**config.mk**
```make
export PLATFORM = sky130hd
export DESIGN_NAME = lac_core
export DESIGN_NICKNAME = d
export VERILOG_FILES = /design/src/rtl/lac_pkg.sv /design/src/rtl/lac_if.sv /design/src/rtl/lac_loss_interp.sv /design/src/rtl/lac_power_filter.sv /design/src/rtl/lac_core.sv
export SDC_FILE = /design/constraint.sdc
export NUM_CORES = 1
export LEC_CHECK = 0
export BUFFER_PORTS_ARGS = -buffer_cell sky130_fd_sc_hd__buf_2
export CAP_MARGIN = 5
export CORE_ASPECT_RATIO = 0.5
export CORE_MARGIN = 2
export CORE_UTILIZATION = 38
export CTS_CLUSTER_DIAMETER = 50
export DETAILED_ROUTE_END_ITERATION = 7
export PLACE_DENSITY_LB_ADDON = 0.08
export RECOVER_POWER = 25
export SLEW_MARGIN = 5
export SYNTH_ARGS = -nofsm -noshare
export SYNTH_HDL_FRONTEND = slang
export SYNTH_SLANG_ARGS = --single-unit
```
**constraint.sdc**
```tcl
create_clock -name i_clk -period 9.77 [get_ports i_clk]
set_input_delay 1.4655 -clock i_clk [delete_from_list [all_inputs] [get_ports i_clk]]
set_output_delay 1.4655 -clock i_clk [all_outputs]
set_load 0.005 [all_outputs]
```
**src/rtl/lac_pkg.sv**
```systemverilog
// Purpose: constants and types of the load adaptive coil current block
// Assumes: 16-bit register port, 4-bit word address
package lac_pkg;
   localparam int ADDR_W = 4;
   localparam int DATA_W = 16;
   localparam int PWR_W = 11;
   localparam int CUR_W = 8;
   // word offsets
   localparam logic [3:0] OFS_CTRL = 4'h0;
   localparam logic [3:0] OFS_LEARN_CFG = 4'h1;
   localparam logic [3:0] OFS_RESULT_LOW = 4'h2;
   localparam logic [3:0] OFS_RESULT_HIGH = 4'h3;
   localparam logic [3:0] OFS_LIMITS = 4'h4;
   localparam logic [3:0] OFS_BAND = 4'h5;
   localparam logic [3:0] OFS_STATUS = 4'h6;
   localparam logic [3:0] OFS_LOAD = 4'h7;
   // control and status bits
   localparam int BIT_ENABLE = 0;
   localparam int BIT_LAUNCH = 1;
   localparam int BIT_DONE = 2;
   localparam int BIT_BUSY = 8;
   // learn config fields
   localparam int POS_BASE = 0;
   localparam int POS_INC = 5;
   localparam int POS_HALFCYC = 7;
   // reset values
   localparam logic [7:0] RST_FLOOR = 8'h20;
   localparam logic [7:0] RST_CEILING = 8'hFF;
   localparam logic [7:0] RST_UPPER = 8'h40;
   localparam logic [7:0] RST_LOWER = 8'h20;
   // first level is base times 8
   localparam int LEVEL_SHIFT = 3;
   // half-cycles per hold code step
   localparam int HALFCYC_UNIT_SHIFT = 3;
   localparam int FILTER_SHIFT = 3;

   typedef enum logic [1:0] {
      LAC_IDLE = 2'b00,
      LAC_LOW = 2'b01,
      LAC_HIGH = 2'b11
   } lac_learn_t;

   typedef struct packed {
      logic enable;
      logic launch;
      logic done;
      logic [4:0] base;
      logic [1:0] inc;
      logic [1:0] hc_sel;
      logic [PWR_W-1:0] res_lo;
      logic [PWR_W-1:0] res_hi;
      logic [CUR_W-1:0] floor_lvl;
      logic [CUR_W-1:0] ceil_lvl;
      logic [7:0] upper;
      logic [7:0] lower;
      lac_learn_t st;
      logic [5:0] hc_cnt;
      logic [CUR_W-1:0] cur;
      logic [PWR_W-1:0] load;
      logic [DATA_W-1:0] rdata;
   } lac_state_t;
endpackage : lac_pkg

```
**src/rtl/lac_if.sv**
```systemverilog
// Purpose: carries loss model and power filter signals inside the block
// Assumes: one clock domain
// Notes: driven by the top, read by the two helpers, which drive loss and power back
`timescale 1ns/100ps
interface lac_if (
   input wire logic clk,
   input wire logic reset_n
);
   logic [10:0] res_lo;
   logic [10:0] res_hi;
   logic [7:0] level1;
   logic [1:0] inc_code;
   logic [7:0] cur;
   logic [10:0] loss;
   logic [10:0] sample;
   logic sample_valid;
   logic [10:0] power;
   modport top (output res_lo, res_hi, level1, inc_code, cur, sample, sample_valid, input loss, power);
   modport interp (input clk, reset_n, res_lo, res_hi, level1, inc_code, cur, output loss);
   modport meter (input clk, reset_n, sample, sample_valid, output power);
endinterface : lac_if

```
**src/rtl/lac_loss_interp.sv**
```systemverilog
// Purpose: constant loss at the present coil current from two learned points
// Assumes: the level spacing is a power of two, so division is a shift
// Notes: result registered, one cycle behind the current
`timescale 1ns/100ps
module lac_loss_interp (
   lac_if.interp bus
);
   typedef struct packed {
      logic [10:0] loss;
   } lac_interp_state_t;

   lac_interp_state_t r_reg;
   lac_interp_state_t r_next;
   logic signed [11:0] diff;
   logic signed [8:0] offs;
   logic signed [20:0] prod;
   logic signed [20:0] sum;
   logic [2:0] sh;

   always_comb begin
      case (bus.inc_code)
         2'b00: sh = 3'd7;
         2'b01: sh = 3'd4;
         2'b10: sh = 3'd5;
         default: sh = 3'd6;
      endcase
      diff = $signed({1'b0, bus.res_hi}) - $signed({1'b0, bus.res_lo});
      offs = $signed({1'b0, bus.cur}) - $signed({1'b0, bus.level1});
      prod = diff * offs;
      // straight line through both points, extended past them too
      sum = $signed({10'h000, bus.res_lo}) + (prod >>> sh);
      r_next = r_reg;
      if (sum < 0) begin
         r_next.loss = 11'h000;
      end else if (sum > 21'sh007FF) begin
         r_next.loss = 11'h7FF;
      end else begin
         r_next.loss = sum[10:0];
      end
   end

   always_ff @(posedge bus.clk or negedge bus.reset_n) begin
      if (!bus.reset_n) begin
         r_reg <= '0;
      end else begin
         r_reg <= r_next;
      end
   end

   assign bus.loss = r_reg.loss;
endmodule : lac_loss_interp

```
**src/rtl/lac_power_filter.sv**
```systemverilog
// Purpose: smooths supply power samples
// Assumes: samples come on the block clock with a valid strobe
// Notes: first-order low pass, keeps fraction bits to avoid a dead band
`timescale 1ns/100ps
module lac_power_filter #(
   parameter int SHIFT = lac_pkg::FILTER_SHIFT
) (
   lac_if.meter bus
);
   if (SHIFT < 1 || SHIFT > 6) begin : g_chk
      $error("lac_power_filter: SHIFT must be 1 to 6");
   end

   typedef struct packed {
      logic [10+SHIFT:0] acc;
   } lac_filter_state_t;

   lac_filter_state_t r_reg;
   lac_filter_state_t r_next;

   always_comb begin
      r_next = r_reg;
      if (bus.sample_valid) begin
         r_next.acc = r_reg.acc + {{SHIFT{1'b0}}, bus.sample} - {{SHIFT{1'b0}}, r_reg.acc[10+SHIFT:SHIFT]};
      end
   end

   always_ff @(posedge bus.clk or negedge bus.reset_n) begin
      if (!bus.reset_n) begin
         r_reg <= '0;
      end else begin
         r_reg <= r_next;
      end
   end

   assign bus.power = r_reg.acc[10+SHIFT:SHIFT];
endmodule : lac_power_filter

```
**src/rtl/lac_core.sv**
```systemverilog
// Purpose: load adaptive coil current control with no-load loss learning
// Assumes: power samples and half-cycle pulses come on i_clk
// Notes: registers on a plain port, read data one cycle after the strobe
`timescale 1ns/100ps
module lac_core (
   input wire logic i_clk,
   input wire logic i_reset_n,
   input wire logic [lac_pkg::ADDR_W-1:0] i_addr,
   input wire logic [lac_pkg::DATA_W-1:0] i_wdata,
   input wire logic i_wr,
   input wire logic i_rd,
   output logic [lac_pkg::DATA_W-1:0] o_rdata,
   input wire logic [lac_pkg::PWR_W-1:0] i_supply_power,
   input wire logic i_power_valid,
   input wire logic i_halfcycle,
   output logic [lac_pkg::CUR_W-1:0] o_current_value,
   output logic [lac_pkg::PWR_W-1:0] o_load_power,
   output logic o_learning
);
   lac_pkg::lac_state_t r_reg;
   lac_pkg::lac_state_t r_next;
   logic [7:0] level1;
   logic [8:0] level2_sum;
   logic [7:0] level2;
   logic [7:0] inc_val;
   logic [5:0] hc_target;
   logic [5:0] hc_inc;
   logic [10:0] loss;
   logic [10:0] power;
   logic [10:0] load_now;
   logic hold_done;

   lac_if link (
      .clk(i_clk),
      .reset_n(i_reset_n)
   );

   lac_loss_interp u_interp (
      .bus(link.interp)
   );

   lac_power_filter #(
      .SHIFT(lac_pkg::FILTER_SHIFT)
   ) u_filter (
      .bus(link.meter)
   );

   assign link.res_lo = r_reg.res_lo;
   assign link.res_hi = r_reg.res_hi;
   assign link.level1 = level1;
   assign link.inc_code = r_reg.inc;
   assign link.cur = r_reg.cur;
   assign link.sample = i_supply_power;
   assign link.sample_valid = i_power_valid;
   assign loss = link.loss;
   assign power = link.power;

   always_comb begin
      level1 = {r_reg.base, 3'b000};
      case (r_reg.inc)
         2'b00: inc_val = 8'h80;
         2'b01: inc_val = 8'h10;
         2'b10: inc_val = 8'h20;
         default: inc_val = 8'h40;
      endcase
      level2_sum = {1'b0, level1} + {1'b0, inc_val};
      // software should keep the second level within range; saturate if not
      level2 = level2_sum[8] ? 8'hFF : level2_sum[7:0];
      hc_target = {({1'b0, r_reg.hc_sel} + 3'h1), 3'b000};
      hc_inc = r_reg.hc_cnt + 6'h01;
      hold_done = i_halfcycle && (hc_inc == hc_target);
      // losses above the measured power mean no load at all
      load_now = (power > loss) ? (power - loss) : 11'h000;
   end

   always_comb begin
      r_next = r_reg;
      r_next.rdata = '0;
      r_next.load = load_now;

      if (i_wr) begin
         case (i_addr)
            lac_pkg::OFS_CTRL: begin
               r_next.enable = i_wdata[lac_pkg::BIT_ENABLE];
               // launch only from rest and only with control on
               if (i_wdata[lac_pkg::BIT_LAUNCH] && i_wdata[lac_pkg::BIT_ENABLE] &&
                   r_reg.st == lac_pkg::LAC_IDLE) begin
                  r_next.launch = 1'b1;
                  r_next.done = 1'b0;
                  r_next.st = lac_pkg::LAC_LOW;
                  r_next.hc_cnt = 6'h00;
               end
            end
            lac_pkg::OFS_LEARN_CFG: begin
               if (r_reg.st == lac_pkg::LAC_IDLE) begin
                  r_next.base = i_wdata[lac_pkg::POS_BASE +: 5];
                  r_next.inc = i_wdata[lac_pkg::POS_INC +: 2];
                  r_next.hc_sel = i_wdata[lac_pkg::POS_HALFCYC +: 2];
               end
            end
            lac_pkg::OFS_RESULT_LOW: begin
               r_next.res_lo = i_wdata[10:0];
            end
            lac_pkg::OFS_RESULT_HIGH: begin
               r_next.res_hi = i_wdata[10:0];
            end
            lac_pkg::OFS_LIMITS: begin
               r_next.floor_lvl = i_wdata[7:0];
               r_next.ceil_lvl = i_wdata[15:8];
            end
            lac_pkg::OFS_BAND: begin
               r_next.upper = i_wdata[7:0];
               r_next.lower = i_wdata[15:8];
            end
            default: begin
            end
         endcase
      end

      case (r_reg.st)
         lac_pkg::LAC_IDLE: begin
            if (r_reg.enable) begin
               if (load_now > {3'b000, r_reg.upper}) begin
                  // jump straight to ceiling so no step is lost
                  r_next.cur = r_reg.ceil_lvl;
               end else if (i_halfcycle && load_now < {3'b000, r_reg.lower} &&
                            r_reg.cur > r_reg.floor_lvl) begin
                  r_next.cur = r_reg.cur - 8'h01;
               end
            end else begin
               r_next.cur = r_reg.ceil_lvl;
            end
         end
         lac_pkg::LAC_LOW: begin
            r_next.cur = level1;
            if (i_halfcycle) begin
               r_next.hc_cnt = hc_inc;
            end
            if (hold_done) begin
               r_next.res_lo = power;
               r_next.st = lac_pkg::LAC_HIGH;
               r_next.cur = level2;
               r_next.hc_cnt = 6'h00;
            end
         end
         lac_pkg::LAC_HIGH: begin
            r_next.cur = level2;
            if (i_halfcycle) begin
               r_next.hc_cnt = hc_inc;
            end
            if (hold_done) begin
               r_next.res_hi = power;
               r_next.st = lac_pkg::LAC_IDLE;
               r_next.launch = 1'b0;
               r_next.done = 1'b1;
               r_next.cur = r_reg.ceil_lvl;
               r_next.hc_cnt = 6'h00;
            end
         end
         default: begin
            r_next.st = lac_pkg::LAC_IDLE;
         end
      endcase

      // launch edge: first level applies at once, not one cycle late
      if (r_reg.st == lac_pkg::LAC_IDLE && r_next.st == lac_pkg::LAC_LOW) begin
         r_next.cur = level1;
      end

      // dropping enable abandons a run without marking it complete
      if (!r_next.enable && r_next.st != lac_pkg::LAC_IDLE) begin
         r_next.st = lac_pkg::LAC_IDLE;
         r_next.launch = 1'b0;
         r_next.hc_cnt = 6'h00;
         r_next.cur = r_next.ceil_lvl;
      end

      if (r_next.st == lac_pkg::LAC_IDLE && r_next.enable) begin
         if (r_next.cur > r_next.ceil_lvl) begin
            r_next.cur = r_next.ceil_lvl;
         end else if (r_next.cur < r_next.floor_lvl) begin
            r_next.cur = r_next.floor_lvl;
         end
      end

      if (i_rd) begin
         case (i_addr)
            lac_pkg::OFS_CTRL: begin
               r_next.rdata[lac_pkg::BIT_ENABLE] = r_reg.enable;
               r_next.rdata[lac_pkg::BIT_LAUNCH] = r_reg.launch;
               r_next.rdata[lac_pkg::BIT_DONE] = r_reg.done;
            end
            lac_pkg::OFS_LEARN_CFG: begin
               r_next.rdata[lac_pkg::POS_BASE +: 5] = r_reg.base;
               r_next.rdata[lac_pkg::POS_INC +: 2] = r_reg.inc;
               r_next.rdata[lac_pkg::POS_HALFCYC +: 2] = r_reg.hc_sel;
            end
            lac_pkg::OFS_RESULT_LOW: begin
               r_next.rdata[10:0] = r_reg.res_lo;
            end
            lac_pkg::OFS_RESULT_HIGH: begin
               r_next.rdata[10:0] = r_reg.res_hi;
            end
            lac_pkg::OFS_LIMITS: begin
               r_next.rdata = {r_reg.ceil_lvl, r_reg.floor_lvl};
            end
            lac_pkg::OFS_BAND: begin
               r_next.rdata = {r_reg.lower, r_reg.upper};
            end
            lac_pkg::OFS_STATUS: begin
               r_next.rdata[7:0] = r_reg.cur;
               r_next.rdata[lac_pkg::BIT_BUSY] = (r_reg.st != lac_pkg::LAC_IDLE);
            end
            lac_pkg::OFS_LOAD: begin
               r_next.rdata[10:0] = r_reg.load;
            end
            default: begin
            end
         endcase
      end
   end

   always_ff @(posedge i_clk or negedge i_reset_n) begin
      if (!i_reset_n) begin
         r_reg <= '0;
         r_reg.floor_lvl <= lac_pkg::RST_FLOOR;
         r_reg.ceil_lvl <= lac_pkg::RST_CEILING;
         r_reg.upper <= lac_pkg::RST_UPPER;
         r_reg.lower <= lac_pkg::RST_LOWER;
         r_reg.cur <= lac_pkg::RST_CEILING;
         r_reg.st <= lac_pkg::LAC_IDLE;
      end else begin
         r_reg <= r_next;
      end
   end

   assign o_rdata = r_reg.rdata;
   assign o_current_value = r_reg.cur;
   assign o_load_power = r_reg.load;
   assign o_learning = (r_reg.st != lac_pkg::LAC_IDLE);
endmodule : lac_core

```
==> results.md, run 1 <==
- Outcome: finished, violations left
- Failing checks: max-capacitance violations, max-slew violations
- CTS Buf Count: 17
- RSZ-0062 raised after global routing: no
- Max Root-Sink Buffers: 2
- Die Area: 41600 um^2
- Post-synth EDFFs: 0
- CP max-delay cell: xnor2_1
- Via Count: 12700
- CTS Sinks: 134
- Max-Cap Viols: 1
- Seq/Total Area, Yosys: 22.3%
- Bufs and invs on worst path: 6
- FMAX: 110 MHz
- Syn nets: 2005
- CP max stage delay: 0.98 ns
- Seq cells post-synth: 134
- Cell accounting for the most synthesized area: dfrtp_1
- Syn-to-layout area delta: 8.84%
- Asr flop ratio synth: 100%
- Vias in the first global route: 12700
- Nets: 2031
- WL/cell: 21.7 um
- Crit path DAT: 9.41 ns
- Initial antenna violation count: 0
- Die height: 145 um
- Pre-CTS WS: 0.177 ns
- Layout Utilization: 42.2%
- Register clock-pin slew on the reported worst setup and hold paths: 0.06 ns
- Total gr overflow: 0
- Final min period: 9.13 ns
- Synth Flop Type: dfrtp_1
- Root Driver: clkbuf_16
- Antenna Violating Nets Remaining: 0
- Hold Fails Final Rpt: 0
- Syn_area_per_cell: 8.84 um^2
- DRT Wirelength: 49.6 mm
- Slew Limit Fails: 65
- Setup Total Neg Slack: 0 ns
- Pre-antenna DRT Iters: 5
- Max FFs per register: 45
- Overall die width: 287 um
- Starting DRT DRC Count: 1013
- Clock skew: 0.0100 ns
- Worst rel slew slack: -140%
- Cell Area, Synth: 15200 um^2
- Top cells by area, synth: dfrtp_1 (19%), fa_1 (14%), ha_1 (12%), inv_1 (5.7%), mux2i_1 (3.9%)
- Hold Path Class: flop to flop
- Hold_buf cts: 0
- Vias per Instance: 5.54
- Worst-Margin Slew: 3.61 ns
- First-pass GRT wire length: 76.6 mm
- Total GRT Usage: 24.1%
- CTS tree: built
- Final setup viols: 0
- Critical path required time: 10.05 ns
- Crit Path Class: flop to flop
- Crit path max-delay family: adder cells
- Number of port buffers: 72
- Starting Density: 38.8%
- Synth Instances: 1716
- CTS H-tree depth: 4
- I/O pins: 73
- Row count: 51
- Share of cells above drive strength 1: 12.3%
- CP Capture Type: flop
- Crit path max fanout: 12
- Synth unique cells: 88
- Critical Path Most Common Cell: fa_1
- Post-synth top area share: 19.0%
- Synth warn: 0
- Filler cell count: 3903
- Final period util: 93.5%
- DPL Wire Length: 39.3 mm
- Remaining DRCs: 0
- Core region area: 39100 um^2
- RePlAce Congestion: 0.891
- Final worst setup slack: 0.639 ns
- Clk Latency, worst-skew pair: 0.44 ns
- Largest net degree at the start of global routing: 72
- Worst setup SP type: flop
==> path summary, 6_finish.rpt <==
| kind | end | cells after the start | slack (ns) | from |
|---|---|---|---|---|
| hold / removal | r_reg[106]$_DFF_PN0_ | 1 | 0.48 | r_reg[106]$_DFF_PN0_ |
| max in group asynchronous | u_interp.bus.loss[1]$_DFF_PN0_ | 2 | 5.11 | i_reset_n |
| setup reg to reg | u_interp.bus.loss[7]$_DFF_PN0_ | 31 | 0.64 | level1[4]$_DFFE_PN0P_ |
| min in group asynchronous | u_filter.r_reg[6]$_DFFE_PN0P_ | 1 | 2.25 | i_reset_n |
| setup / recovery | u_interp.bus.loss[7]$_DFF_PN0_ | 31 | 0.64 | level1[4]$_DFFE_PN0P_ |
| hold reg to reg | r_reg[106]$_DFF_PN0_ | 1 | 0.48 | r_reg[106]$_DFF_PN0_ |
==> cell families after synthesis <==
kind of cell / Yosys count / share of synthesized area, %
AOI/OAI and AO/OA: 396 / 18.0
xor gates and xnor gates: 67 / 3.96
adders and majority gates: 252 / 26.1
buffers and inverters: 325 / 9.03
DFF: 134 / 22.3
muxes: 92 / 6.34
and+or+nand+nor: 450 / 14.2
==> synthesized netlist by cell type (7+ instances only) <==
| library cell | count |
|---|---|
| inv_1 | 231 |
| o22ai_1 | 10 |
| o211ai_1 | 11 |
| nand3b_1 | 7 |
| a41oi_1 | 23 |
| o21ai_0 | 86 |
| dfrtp_1 | 115 |
| nor2_1 | 118 |
| clkbuf_1 | 43 |
| and2_1 | 13 |
| a31oi_1 | 17 |
| buf_4 | 35 |
| xor2_1 | 26 |
| fa_1 | 108 |
| nand2_1 | 135 |
| nand2b_1 | 22 |
| mux2i_1 | 59 |
| nor2b_1 | 29 |
| o21ai_1 | 13 |
| xnor2_1 | 40 |
| or3_1 | 10 |
| nand3_1 | 34 |
| mux2_2 | 33 |
| nand4_1 | 9 |
| buf_2 | 9 |
| and3_1 | 14 |
| nor3_1 | 33 |
| o21a_1 | 17 |
| dfstp_2 | 19 |
| a22oi_1 | 35 |
| ha_1 | 144 |
| a21oi_1 | 60 |
| a21o_1 | 32 |
==> per-layer routing <==
metal  track usage, %  vias to the layer above  routed length, um  part of all wire (%)
met5                0                        -                  0                     0
met4             5.21                        0                647                   1.3
met3             2.20                       42               2420                   4.9
met2             37.6                      363              22300                    45
met1             36.1                     6301              24200                    49
li1                 -                     5958                  -                     -
==> through the flow <==
step	hold WS [ns]	area, um^2	cells
6_report	0.485	16500	2285
5_1_grt	0.500	16500	2284
4_1_cts	0.481	16500	2282
3_5_place_dp	0.467	15900	2251
3_3_place_gp	0.462	15900	2251
2_1_floorplan	0.450	15200	1716
==> repair_timing <==
item | in CTS | in global routing
setup endpoints to repair | 0 | 11
buffers inserted | 0 | 2
resized for setup | 0 | 13
==> cells in the final DEF (no fill, tap or decap), drive strengths merged, types with 11 or more instances in the layout <==
cell type	n
nor2	118
and2	13
inv	233
a31oi	17
nor3	34
xnor2	40
xor2	26
nand2b	22
clkbuf	23
o21ai	100
nand2	135
buf	94
a211oi	11
nand3	34
a41oi	23
a21o	32
mux2	33
mux2i	59
nor2b	29
o211ai	12
ha	144
fa	108
dfstp	19
dfrtp	115
a21oi	62
o21a	17
and3	14
a22oi	35
==> final cells by class <==
type / count / area (um^2) / share of cell area, %
diodes: 1 / 2.50 / 0.0152
clock buffers: 18 / 429 / 2.60
clock inverters: 13 / 159 / 0.962
inverters: 233 / 875 / 5.30
multi-input cells: 1257 / 10500 / 63.3
flip-flops and latches: 134 / 3380 / 20.5
well taps: 530 / 663 / 4.02
repair buffers: 99 / 554 / 3.36
==> worst register-to-register path, delay by kind of cell, from the launching register on <==
family                     cells  cell delay (ns)
DFF                            1             0.53
adders and majority gates      8             3.61
buffers and inverters          6             0.71
and+or+nand+nor                3             0.69
xor gates and xnor gates       2             1.25
AOI/OAI and AO/OA             12             2.19
Power of run 1 is left out: the tool's default activity adds up to more than one toggle a clock period on the data nets, which glitch-free logic cannot reach.
==> run 2: changes to the inputs <==
==> constraint.sdc (replaced) <==
create_clock -name i_clk -period 8.9 [get_ports i_clk]
set_input_delay 1.335 -clock i_clk [delete_from_list [all_inputs] [get_ports i_clk]]
set_output_delay 1.335 -clock i_clk [all_outputs]
set_load 0.005 [all_outputs]
==> run 2 against run 1 <==
The flow still finishes with violations (max-capacitance violations, max-slew violations). Critical path depth increased by 5. Design area up 3.9%. Die area stayed put. Routed wire length is 1.9% higher. Core utilization up 1.6 points. Maximum frequency increased by 7.3%. Non-clock buffer count increased by 42. Setup slack worse by 0.25 ns. Sequential cell count unchanged. Largest cell class unchanged.
==> results.md, run 2 (synthesis results as in run 1) <==
- Outcome: finished, violations left
- Failing checks: max-capacitance violations, max-slew violations
- Most frequent cells in the layout: inv_1 (230), ha_1 (142), nand2_1 (134), nor2_1 (115), dfrtp_1 (115)
- Antenna Violating Nets Remaining: 0 (unchanged)
- Largest net degree at the start of global routing: 74 (+2.8%)
- Vias per Instance: 5.54 (about the same)
- Row count: 51 (unchanged)
- Hold Path Sink: r_reg[106]$_DFF_PN0_
- Worst setup SP type: flop
- Hold Fails Final Rpt: 0 (unchanged)
- Pre-antenna DRT Iters: 6 (+1)
- Starting DRT DRC Count: 1054 (+4.0%)
- Syn-to-layout area delta: 13.0%
- Initial antenna violation count: 1 (+1)
- Vias in the first global route: 12900 (+1.5%)
- Max Root-Sink Buffers: 2 (unchanged)
- DPL Wire Length: 40.1 mm (+2.0%)
- Clk Latency, worst-skew pair: 0.43 ns (about the same)
- Overall die width: 287 um (unchanged)
- Die Area: 41600 um^2 (unchanged)
- Via Count: 12900 (+1.9%)
- Clock skew: 0.00764 ns (-0.00241 ns)
- Hold Path Class: flop to flop
- Share of cells above drive strength 1: 16.3% (+4.0 points)
- First-pass GRT wire length: 76.9 mm (+0.40%)
- CTS H-tree depth: 4 (unchanged)
- Worst-Margin Slew: 3.62 ns (+0.0181 ns)
- Worst reg2reg startpoint: link.res_hi[2]$_DFF_PN0_
- N_diodes: 0 (-1)
- Total gr overflow: 0 (unchanged)
- CP Capture Type: flop
- Worst hold stages: 1 (unchanged)
- Final min period: 8.51 ns (-0.622 ns)
- Starting Density: 38.8% (unchanged)
- WL/cell: 21.7 um (about the same)
- Critical path required time: 9.18 ns (-0.87 ns)
- Crit path max fanout: 7 (-5)
- Remaining DRCs: 0 (unchanged)
- Flop-to-flop setup slack: 0.39 ns (-0.25 ns)
- Crit Path Class: flop to flop
- Worst hold start: r_reg[106]$_DFF_PN0_
- Leading cell type in the layout, fill and taps excluded: inv_1
- I/O pins: 73 (unchanged)
- Nets: 2074 (+2.1%)
- RSZ-0062 raised after global routing: yes
- Max FFs per register: 45 (unchanged)
- Final setup viols: 0 (unchanged)
- Crit path DAT: 8.78 ns (-0.63 ns)
- Die height: 145 um (unchanged)
- Final period util: 95.6% (+2.1 points)
- CP max stage delay: 0.55 ns (-0.43 ns)
- Slew Limit Fails: 63 (-3.1%)
- Number of port buffers: 72 (unchanged)
- FF-to-FF End: u_interp.bus.loss[3]$_DFF_PN0_
- Pre-CTS WS: -0.285 ns (-0.462 ns)
- Max-Cap Viols: 1 (unchanged)
- RePlAce Congestion: 0.901 (+1.1%)
- FMAX: 118 MHz (+7.3%)
- CTS Sinks: 134 (unchanged)
- Register clock-pin slew on the reported worst setup and hold paths: 0.06 ns (about the same)
- Root Driver: clkbuf_16
- Total GRT Usage: 24.2% (+0.051 points)
- Hold_buf cts: 0 (unchanged)
- Worst rel slew slack: -142% (-1.2 points)
- Core region area: 39100 um^2 (unchanged)
- CTS Buf Count: 17 (unchanged)
- R2R cell count: 36 (+16%)
- CP max-delay cell: fa_1
- DRT Wirelength: 50.5 mm (+1.9%)
- CTS tree: built
- Final worst setup slack: 0.392 ns (-0.248 ns)
- Filler cell count: 3825 (-2.0%)
run 2: cell count changes in the layout (fill, tap and decap cells not counted), sizes merged:
cell,delta
clkinvlp,-2
clkinv,-2
buf,+41
o311ai,+1
clkbuf,+1
bufinv,+3
diode,-1
inv,+2
run 2: area by class of cell:
type,count,area [um^2],share of cell area [%]
clock buffer,18,429,2.50
clock inverter,14,249,1.45
inverter,233,875,5.10
multi-input combinational,1258,10700,62.3
sequential,134,3380,19.7
tap,530,663,3.87
timing repair buffer,141,866,5.05
run 2: metrics by stage:
| stage | cells | setup TNS, ns | cell area (um^2) | util (%) | hold WS, ns |
|---|---|---|---|---|---|
| 3_5_place_dp | 2282 | -2.67 | 16100 | 41.2 | 0.484 |
| 6_report | 2328 | 0 | 17100 | 43.8 | 0.497 |
| 3_3_place_gp | 2282 | 0 | 16100 | 41.2 | 0.466 |
| 5_1_grt | 2328 | -1.12 | 17100 | 43.8 | 0.507 |
| 2_1_floorplan | 1716 | 0 | 15200 | - | 0.450 |
| 4_1_cts | 2314 | 0 | 16800 | 43.0 | 0.498 |
run 2: repair_timing:
| action | CTS | global route |
|---|---|---|
| pin swaps | 0 | 23 |
| resized for setup | 5 | 55 |
| hold endpoints to repair | 0 | 0 |
| buffers inserted | 0 | 11 |
| setup endpoints to repair | 11 | 11 |
| gates cloned | 0 | 3 |
run 2: layer usage:
metal,vias up,wire (um),global-route usage [%]
met2,388,22400,37.1
met1,6421,24000,35.3
met3,66,3070,3.69
met4,0,1050,6.36
met5,-,0,0
li1,6029,-,-
run 2: worst max path at each step:
stage,startpoint,endpoint,slack (ns),cells past startpoint
6_report,link.res_hi[2]$_DFF_PN0_,u_interp.bus.loss[3]$_DFF_PN0_,0.39,36
4_1_cts,link.res_hi[1]$_DFF_PN0_,u_interp.bus.loss[3]$_DFF_PN0_,0.02,37
2_1_floorplan,link.res_lo[0]$_DFF_PN0_,u_interp.bus.loss[1]$_DFF_PN0_,0.11,37
3_5_place_dp,link.res_hi[1]$_DFF_PN0_,u_interp.bus.loss[3]$_DFF_PN0_,-0.29,34
5_1_grt,link.res_hi[0]$_DFF_PN0_,u_interp.bus.loss[0]$_DFF_PN0_,-0.11,42
3_3_place_gp,link.res_lo[1]$_DFF_PN0_,u_interp.bus.loss[0]$_DFF_PN0_,0.008,33
run 2: critical path, delay by kind of cell (launching register included):
kind	cells	cell delay, ns
flops	1	0.41
fa+ha+maj	8	3.32
compound gates	16	2.68
buf+inv	4	0.53
simple gates	8	1.44
Power of run 2 is left out for the same reason.
